--- config.mk ---
export PLATFORM = sky130hd
export DESIGN_NAME = lsr_top
export DESIGN_NICKNAME = d
export VERILOG_FILES = /design/src/design/lsr_pkg.sv /design/src/design/lsr_core_if.sv /design/src/design/lsr_status_core.sv /design/src/design/lsr_top.sv
export SDC_FILE = /design/constraint.sdc
export NUM_CORES = 1
export LEC_CHECK = 0
export BUFFER_PORTS_ARGS = -buffer_cell sky130_fd_sc_hd__buf_4
export CAP_MARGIN = 20
export CELL_PAD_IN_SITES_DETAIL_PLACEMENT = 0
export CELL_PAD_IN_SITES_GLOBAL_PLACEMENT = 1
export CORE_AREA = 3 3 75 92
export DETAILED_ROUTE_END_ITERATION = 16
export DIE_AREA = 0 0 78 95
export GPL_ROUTABILITY_DRIVEN = 0
export HOLD_SLACK_MARGIN = 0.06
export PLACE_DENSITY = 0.92
export SLEW_MARGIN = 20
export SYNTH_ARGS = -nofsm -noshare
export SYNTH_HDL_FRONTEND = slang
export SYNTH_HIERARCHICAL = 1
export SYNTH_SLANG_ARGS = --single-unit
--- constraint.sdc ---
create_clock -name aclk -period 2.25 [get_ports aclk]
set_input_delay 0 -clock aclk [delete_from_list [all_inputs] [get_ports aclk]]
set_output_delay 0 -clock aclk [all_outputs]
set_load 0.01 [all_outputs]
--- src/design/lsr_pkg.sv ---
// shared constants and types of the limit status register block
package lsr_pkg;

    // ****************************************************************
    // bus shape
    // ****************************************************************
    localparam int unsigned ADDR_W = 8;
    localparam int unsigned DATA_W = 32;
    localparam int unsigned REG_W = 8;

    // ****************************************************************
    // register byte offsets
    // ****************************************************************
    localparam logic [ADDR_W-1:0] OFS_CHANNEL_LIMIT_STATUS = 8'h20;
    localparam logic [ADDR_W-1:0] OFS_INTERNAL_TEMPERATURE_VALUE = 8'h24;
    localparam logic [ADDR_W-1:0] OFS_MEASUREMENT_CONFIG = 8'h28;
    localparam logic [1:0] WORD_ALIGN_BITS = 2'h0;

    // ****************************************************************
    // reset values
    // ****************************************************************
    localparam logic [REG_W-1:0] RST_CHANNEL_LIMIT_STATUS = 8'h00;
    localparam logic [REG_W-1:0] RST_INTERNAL_TEMPERATURE_VALUE = 8'h00;
    localparam logic [REG_W-1:0] RST_MEASUREMENT_CONFIG = 8'h00;

    // ****************************************************************
    // field positions
    // ****************************************************************
    localparam int unsigned BIT_REMOTE_DIODE_ONE = 0;
    localparam int unsigned BIT_REMOTE_DIODE_TWO = 1;
    localparam int unsigned BIT_STANDBY_SUPPLY = 2;
    localparam int unsigned BIT_VOLTAGE_MODE = 0;
    localparam logic [REG_W-1:0] MASK_STATUS_USED = 8'h07;
    localparam logic [REG_W-1:0] MASK_CONFIG_USED = 8'h01;

    // ****************************************************************
    // bus answers
    // ****************************************************************
    localparam logic [1:0] RESP_OKAY = 2'h0;
    localparam logic [1:0] RESP_SLVERR = 2'h2;
    localparam logic [1:0] RESP_DECERR = 2'h3;

    typedef enum logic [1:0] {
        LSR_REG_STATUS = 2'h0,
        LSR_REG_TEMP = 2'h1,
        LSR_REG_CONFIG = 2'h2,
        LSR_REG_NONE = 2'h3
    } lsr_reg_type;

endpackage

--- src/design/lsr_core_if.sv ---
// bundle between the bus front end and the status core
interface lsr_core_if;
    logic conversion_done;
    logic [lsr_pkg::REG_W-1:0] temperature_sample;
    logic remote_diode_one_out_of_limit;
    logic remote_diode_two_out_of_limit;
    logic analog_input_nine_out_of_limit;
    logic standby_supply_out_of_limit;
    logic remote_diode_one_override_event;
    logic remote_diode_two_override_event;
    logic voltage_mode;
    logic [lsr_pkg::REG_W-1:0] channel_limit_status;
    logic [lsr_pkg::REG_W-1:0] internal_temperature_value;

    modport core (
        input conversion_done, temperature_sample,
        input remote_diode_one_out_of_limit, remote_diode_two_out_of_limit,
        input analog_input_nine_out_of_limit, standby_supply_out_of_limit,
        input remote_diode_one_override_event, remote_diode_two_override_event,
        input voltage_mode,
        output channel_limit_status, internal_temperature_value
    );

    modport front (
        output conversion_done, temperature_sample,
        output remote_diode_one_out_of_limit, remote_diode_two_out_of_limit,
        output analog_input_nine_out_of_limit, standby_supply_out_of_limit,
        output remote_diode_one_override_event, remote_diode_two_override_event,
        output voltage_mode,
        input channel_limit_status, internal_temperature_value
    );
endinterface

--- src/design/lsr_status_core.sv ---
// status and temperature holding registers updated per conversion cycle
module lsr_status_core (
    // clock and reset
    input wire logic aclk,
    input wire logic aresetn,
    // measurement side
    lsr_core_if.core core
);

    // ****************************************************************
    // next status value
    // ****************************************************************
    logic [lsr_pkg::REG_W-1:0] limit_flags;
    logic [lsr_pkg::REG_W-1:0] override_flags;
    logic [lsr_pkg::REG_W-1:0] status_d;
    logic [lsr_pkg::REG_W-1:0] status_q;
    logic [lsr_pkg::REG_W-1:0] temp_q;

    always_comb begin
        limit_flags = '0;
        limit_flags[lsr_pkg::BIT_REMOTE_DIODE_ONE] = core.remote_diode_one_out_of_limit;
        // voltage mode swaps the second diode for the ninth analog input
        limit_flags[lsr_pkg::BIT_REMOTE_DIODE_TWO] = core.voltage_mode ?
            core.analog_input_nine_out_of_limit : core.remote_diode_two_out_of_limit;
        limit_flags[lsr_pkg::BIT_STANDBY_SUPPLY] = core.standby_supply_out_of_limit;
    end

    always_comb begin
        override_flags = '0;
        override_flags[lsr_pkg::BIT_REMOTE_DIODE_ONE] = core.remote_diode_one_override_event; // see R4
        override_flags[lsr_pkg::BIT_REMOTE_DIODE_TWO] = core.remote_diode_two_override_event; // see R7
    end

    // one-shot sets survive until the next conversion replaces them;
    // a set landing on that same edge still wins
    always_comb begin
        if (core.conversion_done) begin
            status_d = limit_flags | override_flags;
        end else begin
            status_d = status_q | override_flags;
        end
    end

    // ****************************************************************
    // registers
    // ****************************************************************
    always_ff @(posedge aclk) begin
        if (!aresetn) begin
            status_q <= lsr_pkg::RST_CHANNEL_LIMIT_STATUS;
        end else begin
            status_q <= status_d & lsr_pkg::MASK_STATUS_USED;
        end
    end

    always_ff @(posedge aclk) begin
        if (!aresetn) begin
            temp_q <= lsr_pkg::RST_INTERNAL_TEMPERATURE_VALUE;
        end else if (core.conversion_done) begin
            temp_q <= core.temperature_sample;
        end
    end

    assign core.channel_limit_status = status_q;
    assign core.internal_temperature_value = temp_q;

endmodule

--- src/design/lsr_top.sv ---
// limit status register bank with its AXI4-Lite register slave
//
// What this block does
// an 8-bit read-only register holds the latest internal temperature and powers up at zero.
// a read-only channel status register sits at 20h and powers up with all bits zero.
// status bit 0 shows whether the first remote diode was outside its limits on the last conversion.
// bit 0 is set once when thermal override mode engages because of the first remote diode.
// bit 0 is set once when thermal override mode disengages for the first diode 5 degrees below its limit.
// status bit 1 shows the second remote diode limit result, or the ninth analog input in voltage mode.
// bit 1 is set once when thermal override mode engages because of the second remote diode.
// bit 1 is set once when thermal override mode disengages for the second diode 5 degrees below its limit.
// the standby supply status bit shows whether that supply was outside its limits on the last conversion.
// a one-shot override set holds until the next conversion, which replaces it with the limit result.
//
// Local design decision: register access over AXI4-Lite.
module lsr_top (
    // clock and reset
    input wire logic aclk,
    input wire logic aresetn,
    // axi4-lite write address
    input wire logic s_axi_awvalid,
    output logic s_axi_awready,
    input wire logic [lsr_pkg::ADDR_W-1:0] s_axi_awaddr,
    input wire logic [2:0] s_axi_awprot,
    // axi4-lite write data
    input wire logic s_axi_wvalid,
    output logic s_axi_wready,
    input wire logic [lsr_pkg::DATA_W-1:0] s_axi_wdata,
    input wire logic [3:0] s_axi_wstrb,
    // axi4-lite write response
    output logic s_axi_bvalid,
    input wire logic s_axi_bready,
    output logic [1:0] s_axi_bresp,
    // axi4-lite read address
    input wire logic s_axi_arvalid,
    output logic s_axi_arready,
    input wire logic [lsr_pkg::ADDR_W-1:0] s_axi_araddr,
    input wire logic [2:0] s_axi_arprot,
    // axi4-lite read data
    output logic s_axi_rvalid,
    input wire logic s_axi_rready,
    output logic [lsr_pkg::DATA_W-1:0] s_axi_rdata,
    output logic [1:0] s_axi_rresp,
    // conversion results, same clock
    input wire logic conversion_done,
    input wire logic [lsr_pkg::REG_W-1:0] temperature_sample,
    input wire logic remote_diode_one_out_of_limit,
    input wire logic remote_diode_two_out_of_limit,
    input wire logic analog_input_nine_out_of_limit,
    input wire logic standby_supply_out_of_limit,
    // thermal override mode transitions, one pulse each
    input wire logic remote_diode_one_override_event,
    input wire logic remote_diode_two_override_event,
    // mode seen by the converter
    output logic voltage_mode
);

    // ****************************************************************
    // address decode
    // ****************************************************************
    function automatic lsr_pkg::lsr_reg_type lsr_decode(input logic [lsr_pkg::ADDR_W-1:0] addr);
        lsr_pkg::lsr_reg_type sel;
        sel = lsr_pkg::LSR_REG_NONE;
        if (addr[1:0] == lsr_pkg::WORD_ALIGN_BITS) begin
            case (addr)
                lsr_pkg::OFS_CHANNEL_LIMIT_STATUS: sel = lsr_pkg::LSR_REG_STATUS;
                lsr_pkg::OFS_INTERNAL_TEMPERATURE_VALUE: sel = lsr_pkg::LSR_REG_TEMP;
                lsr_pkg::OFS_MEASUREMENT_CONFIG: sel = lsr_pkg::LSR_REG_CONFIG;
                default: sel = lsr_pkg::LSR_REG_NONE;
            endcase
        end
        return sel;
    endfunction

    // ****************************************************************
    // status core
    // ****************************************************************
    lsr_core_if core_bus ();

    logic [lsr_pkg::REG_W-1:0] config_q;

    assign core_bus.conversion_done = conversion_done;
    assign core_bus.temperature_sample = temperature_sample;
    assign core_bus.remote_diode_one_out_of_limit = remote_diode_one_out_of_limit;
    assign core_bus.remote_diode_two_out_of_limit = remote_diode_two_out_of_limit;
    assign core_bus.analog_input_nine_out_of_limit = analog_input_nine_out_of_limit;
    assign core_bus.standby_supply_out_of_limit = standby_supply_out_of_limit;
    assign core_bus.remote_diode_one_override_event = remote_diode_one_override_event;
    assign core_bus.remote_diode_two_override_event = remote_diode_two_override_event;
    assign core_bus.voltage_mode = config_q[lsr_pkg::BIT_VOLTAGE_MODE];

    lsr_status_core u_core (
        .aclk(aclk),
        .aresetn(aresetn),
        .core(core_bus.core)
    );

    // ****************************************************************
    // write channel
    // ****************************************************************
    logic awready_q;
    logic wready_q;
    logic bvalid_q;
    logic [1:0] bresp_q;
    logic aw_held_q;
    logic w_held_q;
    logic [lsr_pkg::ADDR_W-1:0] waddr_q;
    logic [lsr_pkg::REG_W-1:0] wdata_q;
    logic wstrb0_q;
    logic aw_take;
    logic w_take;
    logic write_go;
    lsr_pkg::lsr_reg_type wsel;

    assign aw_take = s_axi_awvalid && awready_q;
    assign w_take = s_axi_wvalid && wready_q;
    // address and data may come in either order; the write commits once both are in
    assign write_go = aw_held_q && w_held_q && !bvalid_q;
    assign wsel = lsr_decode(waddr_q);

    always_ff @(posedge aclk) begin
        if (!aresetn) begin
            aw_held_q <= 1'b0;
            awready_q <= 1'b1;
        end else if (aw_take) begin
            aw_held_q <= 1'b1;
            awready_q <= 1'b0;
        end else if (bvalid_q && s_axi_bready) begin
            aw_held_q <= 1'b0;
            awready_q <= 1'b1;
        end
    end

    always_ff @(posedge aclk) begin
        if (!aresetn) begin
            w_held_q <= 1'b0;
            wready_q <= 1'b1;
        end else if (w_take) begin
            w_held_q <= 1'b1;
            wready_q <= 1'b0;
        end else if (bvalid_q && s_axi_bready) begin
            w_held_q <= 1'b0;
            wready_q <= 1'b1;
        end
    end

    always_ff @(posedge aclk) begin
        if (!aresetn) begin
            waddr_q <= '0;
        end else if (aw_take) begin
            waddr_q <= s_axi_awaddr;
        end
    end

    always_ff @(posedge aclk) begin
        if (!aresetn) begin
            wdata_q <= '0;
            wstrb0_q <= 1'b0;
        end else if (w_take) begin
            wdata_q <= s_axi_wdata[lsr_pkg::REG_W-1:0];
            wstrb0_q <= s_axi_wstrb[0];
        end
    end

    // the measurement registers refuse writes with slverr, holes get decerr
    always_ff @(posedge aclk) begin
        if (!aresetn) begin
            bvalid_q <= 1'b0;
            bresp_q <= lsr_pkg::RESP_OKAY;
        end else if (write_go) begin
            bvalid_q <= 1'b1;
            case (wsel)
                lsr_pkg::LSR_REG_CONFIG: bresp_q <= lsr_pkg::RESP_OKAY;
                lsr_pkg::LSR_REG_STATUS: bresp_q <= lsr_pkg::RESP_SLVERR;
                lsr_pkg::LSR_REG_TEMP: bresp_q <= lsr_pkg::RESP_SLVERR;
                default: bresp_q <= lsr_pkg::RESP_DECERR;
            endcase
        end else if (bvalid_q && s_axi_bready) begin
            bvalid_q <= 1'b0;
        end
    end

    always_ff @(posedge aclk) begin
        if (!aresetn) begin
            config_q <= lsr_pkg::RST_MEASUREMENT_CONFIG;
        end else if (write_go && wsel == lsr_pkg::LSR_REG_CONFIG && wstrb0_q) begin
            config_q <= wdata_q & lsr_pkg::MASK_CONFIG_USED;
        end
    end

    always_ff @(posedge aclk) begin
        if (!aresetn) begin
            voltage_mode <= 1'b0;
        end else begin
            voltage_mode <= config_q[lsr_pkg::BIT_VOLTAGE_MODE];
        end
    end

    // ****************************************************************
    // read channel
    // ****************************************************************
    logic arready_q;
    logic rvalid_q;
    logic [lsr_pkg::DATA_W-1:0] rdata_q;
    logic [1:0] rresp_q;
    logic ar_take;
    lsr_pkg::lsr_reg_type rsel;

    assign ar_take = s_axi_arvalid && arready_q;
    assign rsel = lsr_decode(s_axi_araddr);

    always_ff @(posedge aclk) begin
        if (!aresetn) begin
            arready_q <= 1'b1;
            rvalid_q <= 1'b0;
        end else if (ar_take) begin
            arready_q <= 1'b0;
            rvalid_q <= 1'b1;
        end else if (rvalid_q && s_axi_rready) begin
            arready_q <= 1'b1;
            rvalid_q <= 1'b0;
        end
    end

    // data is snapshot on the address edge so it stands still while rvalid waits
    always_ff @(posedge aclk) begin
        if (!aresetn) begin
            rdata_q <= '0;
            rresp_q <= lsr_pkg::RESP_OKAY;
        end else if (ar_take) begin
            rdata_q <= '0;
            rresp_q <= lsr_pkg::RESP_OKAY;
            case (rsel)
                lsr_pkg::LSR_REG_STATUS: rdata_q[lsr_pkg::REG_W-1:0] <= core_bus.channel_limit_status;
                lsr_pkg::LSR_REG_TEMP: rdata_q[lsr_pkg::REG_W-1:0] <= core_bus.internal_temperature_value;
                lsr_pkg::LSR_REG_CONFIG: rdata_q[lsr_pkg::REG_W-1:0] <= config_q;
                default: rresp_q <= lsr_pkg::RESP_DECERR;
            endcase
        end
    end

    // ****************************************************************
    // outputs
    // ****************************************************************
    assign s_axi_awready = awready_q;
    assign s_axi_wready = wready_q;
    assign s_axi_bvalid = bvalid_q;
    assign s_axi_bresp = bresp_q;
    assign s_axi_arready = arready_q;
    assign s_axi_rvalid = rvalid_q;
    assign s_axi_rdata = rdata_q;
    assign s_axi_rresp = rresp_q;

endmodule

* After elaboration in Yosys (flattened, before gate mapping) *
Index checks and enable logic that the tools add are counted.

storage, ports and cells
  register bits after elaboration = 42
  latch bits = 0
  bits in writable memories = 0
  ROM bits = 0
  bits of input ports = 80
  output and inout port bits = 42
  logic and storage cells = 69
  memories kept = 0

cells by class
  $add $sub $neg = 0
  $mul = 0
  div/mod/pow operators = 0
  order comparisons = 0
  equality and inequality tests = 10
  shifts and indexed selects = 0
  mux-type cells = 20
  bitwise gates (word level) = 2
  reduce and logical (&&, ||, !) cells = 20

operators with widths
  operator            count
  $eq 8x6->1 const B  6
  $pmux 8 s3          1
  $mux 1              12
  $pmux 2 s3          2
  $logic_and 1x1->1   9
  $logic_not 2->1     4
  $reduce_bool 2->1   4
  $mux 2              3
  $or 3x2->3          2
  $eq 2x1->1 const B  2
  $eq 2x2->1 const B  2
  $pmux 2 s2          1
  $mux 3              1
  $reduce_or 3->1     1
  $reduce_or 2->1     1
  $logic_not 1->1     1

* Logic depth before layout (Yosys ltp) *
Gate-level depths: netlist of the first run.

  depth after elaboration = 6
  mapped depth = 4
  mapped depth without buffers = 3

* Cells and area by module *
The synthesis of the first run kept the hierarchy.

by module, submodules not included
  module           instances  cells an instance  area each (µm²)  seq. area each (µm²)
  lsr_top          1          169                1462.7           600.6
  lsr_status_core  1          43                 469.2            220.2

* Least setup slack after synthesis of the first run *
Ideal clock, no wire load.

  path kind = input-to-reg
  start = in s_axi_araddr[4] in the netlist's numbering
  end = reg rdata_q, in the netlist s_axi_rdata[3]
  library setup time = 70 ps
  arrival time = 1264 ps
  data required time = 2180 ps
  path slack = 916 ps
  stages on the path = 4
  buffers on the path = 1
  cell sequence = or4b_1 > buf_2 > or4_1 > a21boi_1

on the way
  longest elaborated chain between the ends = 5
  elaborated cells between the ends (all ways) = 9
  classes of those cells = eq/ne: 5; mux: 3; reduce/logical: 1

RTL lines
  what                                RTL line        RTL
  from (decl)                         lsr_top.sv:37   input wire logic [lsr_pkg::ADDR_W-1:0] s_axi_araddr,
  $eq 8x6->1                          lsr_top.sv:65   case (addr)
  $pmux 2 s3 (*)                      lsr_top.sv:65
  $mux 2 (*)                          lsr_top.sv:64   if (addr[1:0] == lsr_pkg::WORD_ALIGN_BITS) begin
  $eq 2x2->1 (tied with other cells)  lsr_top.sv:233  case (rsel)
  $pmux 8 s3 (*)                      lsr_top.sv:233
  to (signal, indexed assignment)     lsr_top.sv:234  lsr_pkg::LSR_REG_STATUS: rdata_q[lsr_pkg::REG_W-1:0] <= core_bus.channel_limit_status;
  to (signal, indexed assignment)     lsr_top.sv:235  lsr_pkg::LSR_REG_TEMP: rdata_q[lsr_pkg::REG_W-1:0] <= core_bus.internal_temperature_value;
  to (signal, indexed assignment)     lsr_top.sv:236  lsr_pkg::LSR_REG_CONFIG: rdata_q[lsr_pkg::REG_W-1:0] <= config_q;
  to (decl)                           lsr_top.sv:204  logic [lsr_pkg::DATA_W-1:0] rdata_q;

Every way passes the cells marked *; elsewhere a longest branch is shown, timed or not.
A chain may end at the register's enable or synchronous reset.

* Worst setup path in the final report of the first run *
  start = in s_axi_araddr[0] in the netlist's numbering
  end = reg rdata_q, in the netlist s_axi_rdata[2]

on the way
  longest elaborated chain between the ends = 5
  elaborated cells between the ends (all ways) = 10
  classes of those cells = eq/ne: 5; mux: 3; reduce/logical: 2

RTL lines
  what                                RTL line
  $eq 8x6->1                          lsr_top.sv:65
  $pmux 2 s3                          lsr_top.sv:65
  $mux 2 (*)                          lsr_top.sv:64
  $eq 2x2->1 (tied with other cells)  lsr_top.sv:233
  $pmux 8 s3 (*)                      lsr_top.sv:233

Marks and branches as above.

==> results.cfg, run 1 <==
[outcome]
status = complete, no violations

[synth]
synth-compound-area-share = 0.137
synth_xor_area_frac = 0
synthCells = 212
ys_warn_count = 6
yosys.cell_count.top_type = dfxtp_1
syn_area_per_cell_sq_um = 9.11
netlist_area_sq_mm = 0.00193
synthTopCellsByCount = dfxtp_1, nand2_1, buf_4, mux2i_1, a21boi_0
yosysUniqueCellTypes = 35
synth-edff-count = 0
synth_mux_area_frac = 0.104
synth_largest_area_cell = dfxtp_1
synth_top_area_frac = 0.425
synth_area_leaders = dfxtp_1, buf_4, mux2i_1
synth_flop_cell = dfxtp_1
yosysSeqAreaShare = 0.425
synthArstFlopShare = 0
yosys.area_share.simple = 0.184
ys_ff_latch = 41
synth_top_family_by_area = simple AND/OR/NAND/NOR gates
synthAdderAreaFrac = 0

[cts]
clock_latency_ns = 0.28
path_clk_slew_ns = 0.07
numCtsBuffers = 5
cts_tree = yes
postCtsSetupBuffers = 0
clockBufferDepth = 2
cts_num_sinks = 41
cts-root-buf = clkbuf_8
ctsHtreeMaxLevel = 2

[place]
dp_slack_ns = 0.714
port_buffers = 57
hpwl_mm = 3.07

[sta]
rsz0062_at_grt = no
max_freq_ghz = 0.648
setup_viol = 0
clock_skew_ns = 0.00703
min_period_ns = 1.54
final_hold_viol_count = 0
drv_slew = 0
tightest_slew_ns = 0.583
holdWs_ns = 0.107
fin_ws_ns = 0.706
finalCritPeriodShare = 0.686
tns_ns = 0
maxSlewHeadroom = 0.608

[floorplanning]
die_x_microns = 78
die_area_sq_mm = 0.00741
die_y_microns = 95
fp-row-count = 31
io_pins = 122
core-area_sq_mm = 0.00605
start_util = 0.319

[drt]
drt_iter0_markers = 35
wl_per_cell_microns = 11.4
vias = 1606
drtPass1Iterations = 4
wirelength_mm = 4.30
route.detailed.drc = 0
ant_nets = 0
viasPerCell = 4.27

[global_routing]
antenna_found_initial = 0
track_usage = 0.118
overflow = 0
grt_max_degree = 43
grt_pass1_wl_mm = 6.98
first_global_vias = 1569

[worst_hold_path]
min_path_cells = 2
worstHoldPathType = in -> reg

[critical_path]
cp_max_fo = 8
worstPathArrival_ns = 1.76
reg2reg_depth = 3
critPathKind = in -> reg
cp-end-kind = flop
required_ns = 2.47
start_kind = primary input

[run]
timing.max_cap.violations = 0

[power]
power.static_leakage_uw = 0.00122
power_density_mw_per_mm2 = 574
ir_drop_v = 0.000270

[final_layout]
area_delta_synth_final_pct = 39.8
diodes = 0
nNetsFinal = 373
drive_gt1_frac = 0.221
post-route-util = 0.446
==> area by class of cell <==
| cell class | count | area, sq um |
|---|---|---|
| clock inverter | 1 | 5.00 |
| clock buffer | 7 | 96.3 |
| tap | 82 | 103 |
| multi-input combinational | 155 | 930 |
| timing repair buffer | 88 | 738 |
| fill | 624 | 3350 |
| sequential | 41 | 821 |
| inverter | 2 | 7.51 |
==> per-layer routing <==
| layer | global-route usage | routed length (microns) |
|---|---|---|
| met5 | 0 | 0 |
| met3 | 0.0353 | 268 |
| met2 | 0.212 | 2160 |
| met1 | 0.134 | 1810 |
| met4 | 0.0394 | 47 |
==> placed cells by master, fill, tap and decap left out, types with 3 or more instances in the layout <==
cell type	netlist	routed
dfxtp_1	41	41
or4_1	7	7
nand3_1	3	3
nand2b_1	3	3
nand2_1	33	33
dlygate4sd3_1	0	31
a21oi_1	5	5
mux2i_1	19	19
a21boi_0	12	12
o21ai_0	4	4
buf_4	30	57
clkbuf_8	0	7
conb_1	2	29
a21boi_1	7	7
nor2b_1	11	11
==> through the flow <==
stage / total power [uW] / instance area [sq um] / cells
after global routing: 1640 / 2700 / 376
final: 1550 / 2700 / 376
after floorplan: 951 / 2030 / 239
after global placement: 1000 / 2290 / 337
after CTS: 1570 / 2700 / 376
after detailed placement: 1010 / 2290 / 337
==> state kept, by name, indices dropped and copies added, names as in the netlist <==
name / cells
s_axi_rresp: 1
s_axi_awready: 1
waddr_q: 8
s_axi_bresp: 2
aw_held_q: 1
config_q: 1
s_axi_rdata: 8
wstrb0_q: 1
s_axi_bvalid: 1
u_core/core.channel_limit_status: 3
u_core/core.internal_temperature_value: 8
wdata_q: 1
w_held_q: 1
s_axi_arready: 1
voltage_mode: 1
s_axi_rvalid: 1
s_axi_wready: 1
==> timing repair <==
item | CTS | global route
resized for setup | 0 | 0
endpoints found under the hold margin | 28 | 0
hold buffers | 31 | 0
==> worst paths after layout <==
check	startpoint	end	slack (ns)
max	s_axi_araddr[0]	s_axi_rdata[2]	0.71
min	aresetn	s_axi_awready	0.11
max reg2reg	s_axi_arready	s_axi_rdata[2]	0.75
min reg2reg	s_axi_rdata[1]	s_axi_rdata[1]	0.46
==> kinds of logic after synthesis <==
| group | Yosys count |
|---|---|
| AND/OR/NAND/NOR | 68 |
| buffers and inverters | 43 |
| flip-flops | 41 |
| AO/OA/AOI/OAI | 38 |
| multiplexers | 20 |
| other | 2 |
==> critical path, stage by stage <==
cell           delay [ns]
dlygate4sd3_1        0.54
buf_4                0.14
or3_1                0.43
or4_1                0.52
a21boi_1             0.13
==> power breakdown <==
part           internal (uW)  total [uW]  switching (uW)  leakage, uW
clock                    277         518             241    0.0000542
sequential               761         784            22.4     0.000337
combinational            139         249             110     0.000826
total                   1180        1550             374      0.00122
Power figures use the tool's default switching activity.
==> run 2, diff against run 1 <==
--- a/config.mk
+++ b/config.mk
@@ -9,12 +9,12 @@
 export CAP_MARGIN = 20
 export CELL_PAD_IN_SITES_DETAIL_PLACEMENT = 0
 export CELL_PAD_IN_SITES_GLOBAL_PLACEMENT = 1
-export CORE_AREA = 3 3 75 92
+export CORE_AREA = 3 3 82 99
 export DETAILED_ROUTE_END_ITERATION = 16
-export DIE_AREA = 0 0 78 95
+export DIE_AREA = 0 0 85 102
 export GPL_ROUTABILITY_DRIVEN = 0
 export HOLD_SLACK_MARGIN = 0.06
-export PLACE_DENSITY = 0.92
+export PLACE_DENSITY = 0.84
 export SLEW_MARGIN = 20
 export SYNTH_ARGS = -nofsm -noshare
 export SYNTH_HDL_FRONTEND = slang
==> constraint.sdc (replaced) <==
create_clock -name aclk -period 1.3 [get_ports aclk]
set_input_delay 0 -clock aclk [delete_from_list [all_inputs] [get_ports aclk]]
set_output_delay 0 -clock aclk [all_outputs]
set_load 0.01 [all_outputs]
==> run 2 against run 1 <==
Net effect: final cell count rose by 3.2%; hold slack got worse by 0.041 ns; non-clock buffer count rose by 4.
==> results.cfg, run 2 (synthesis gave the netlist of run 1 again) <==
[final_layout]
area_delta_synth_final_pct = 44.7
final_cell_mix = buf_4, dfxtp_1, nand2_1, dlygate4sd3_1, conb_1
post-route-util = 0.384
instances_no_fill = 388
final_area_sq_mm = 0.00280
final_common_cell = buf_4
nNetsFinal = 377
drive_gt1_frac = 0.245
diodes = 0

[outcome]
status = complete, no violations

[drt]
wirelength_mm = 4.27
ant_nets = 0
vias = 1608
route.detailed.drc = 0
viasPerCell = 4.14
wl_per_cell_microns = 11.0
drt_iter0_markers = 30
drtPass1Iterations = 4

[critical_path]
start_kind = flop
required_ns = 1.51
critPathKind = reg -> reg
worstPathArrival_ns = 1.44
cp_max_fo = 6
cp-end-kind = flop

[sta]
rsz0062_at_grt = no
max_freq_ghz = 0.818
min_period_ns = 1.22
final_hold_viol_count = 0
clock_skew_ns = 0.00776
drv_slew = 0
fin_ws_ns = 0.0781
setup_viol = 0
holdWs_ns = 0.0658
finalCritPeriodShare = 0.940

[power]
ir_drop_v = 0.000548
power_density_mw_per_mm2 = 1070
power.static_leakage_uw = 0.00125

[global_routing]
met2_usage = 0.182
globalRouteMet3Util = 0.0234
grt_pass1_wl_mm = 6.91
track_usage = 0.100
first_global_vias = 1535
overflow = 0
grt_max_degree = 43
busiest_layer = met2
antenna_found_initial = 0
grtUsageMet1 = 0.112

[cts]
numCtsBuffers = 5
clockBufferDepth = 2
clock_latency_ns = 0.29
ctsHtreeMaxLevel = 2
cts_num_sinks = 41
cts_tree = yes
cts-root-buf = clkbuf_8
path_clk_slew_ns = 0.07

[floorplanning]
fp-row-count = 34
core-area_sq_mm = 0.00727
die_area_sq_mm = 0.00867
die_x_microns = 85
die_y_microns = 102
start_util = 0.266
io_pins = 122

[place]
place_area_sq_mm = 0.00232
dp_slack_ns = -0.0636
hpwl_mm = 3.12
place_inst = 348
port_buffers = 57

[worst_hold_path]
worstHoldPathType = in -> reg

[run]
timing.max_cap.violations = 0
==> run 2: changes by cell type in the layout (fill, tap and decap cells not counted), moves of 2 or more <==
cell and delta:
bufinv_16 +2, clkbuf_8 -2, buf_4 +3, dfxtp_1 -2
dfxtp_2 +2
==> run 2: through the flow <==
step,TNS [ns],power (uW)
2_1_floorplan,0,1650
5_1_grt,0,3170
4_1_cts,0,3050
3_3_place_gp,-0.0513,1750
6_report,0,3000
3_5_place_dp,-0.134,1750
==> run 2: worst max-delay path, cell delays in order (launching register included) <==
cell and delay [ns]:
dfxtp_2 0.37, nand3_1 0.08, dlygate4sd3_1 0.56, a21boi_0 0.14
==> run 2: metal layers <==
layer,wire length (microns),up-vias
li1,-,832
met1,1790,718
met2,2180,51
met3,239,7
met4,66,0
met5,0,-
==> run 2: worst paths after layout <==
path	start	to	slack, ns	depth (start not counted)
worst max-delay path	s_axi_wready	wstrb0_q	0.08	3
worst min register to register	s_axi_rdata[6]	s_axi_rdata[6]	0.46	2
worst max register to register	s_axi_wready	wstrb0_q	0.08	3
worst min-delay path	s_axi_arvalid	s_axi_rdata[6]	0.07	4
==> run 2: where the power goes <==
group | switching (uW) | internal [uW] | total, uW | leakage, uW
registers | 39.6 | 1320 | 1360 | 0.000336
logic | 192 | 254 | 446 | 0.000849
clock network | 437 | 763 | 1200 | 0.0000681
==> run 2: cell type report <==
class | instances | area (sq um)
Timing Repair Buffer | 92 | 771
Tap cell | 90 | 113
Multi-Input combinational cell | 155 | 947
Clock inverter | 3 | 65.1
Sequential cell | 41 | 823
Clock buffer | 5 | 68.8
Inverter | 2 | 7.51
Fill cell | 748 | 4480
==> run 2: repair_timing <==
action,in CTS,in global routing
hold endpoints to repair,28,0
buffers inserted,0,0
hold buffers,32,0
gates resized for setup,1,4
setup endpoints to repair,7,7
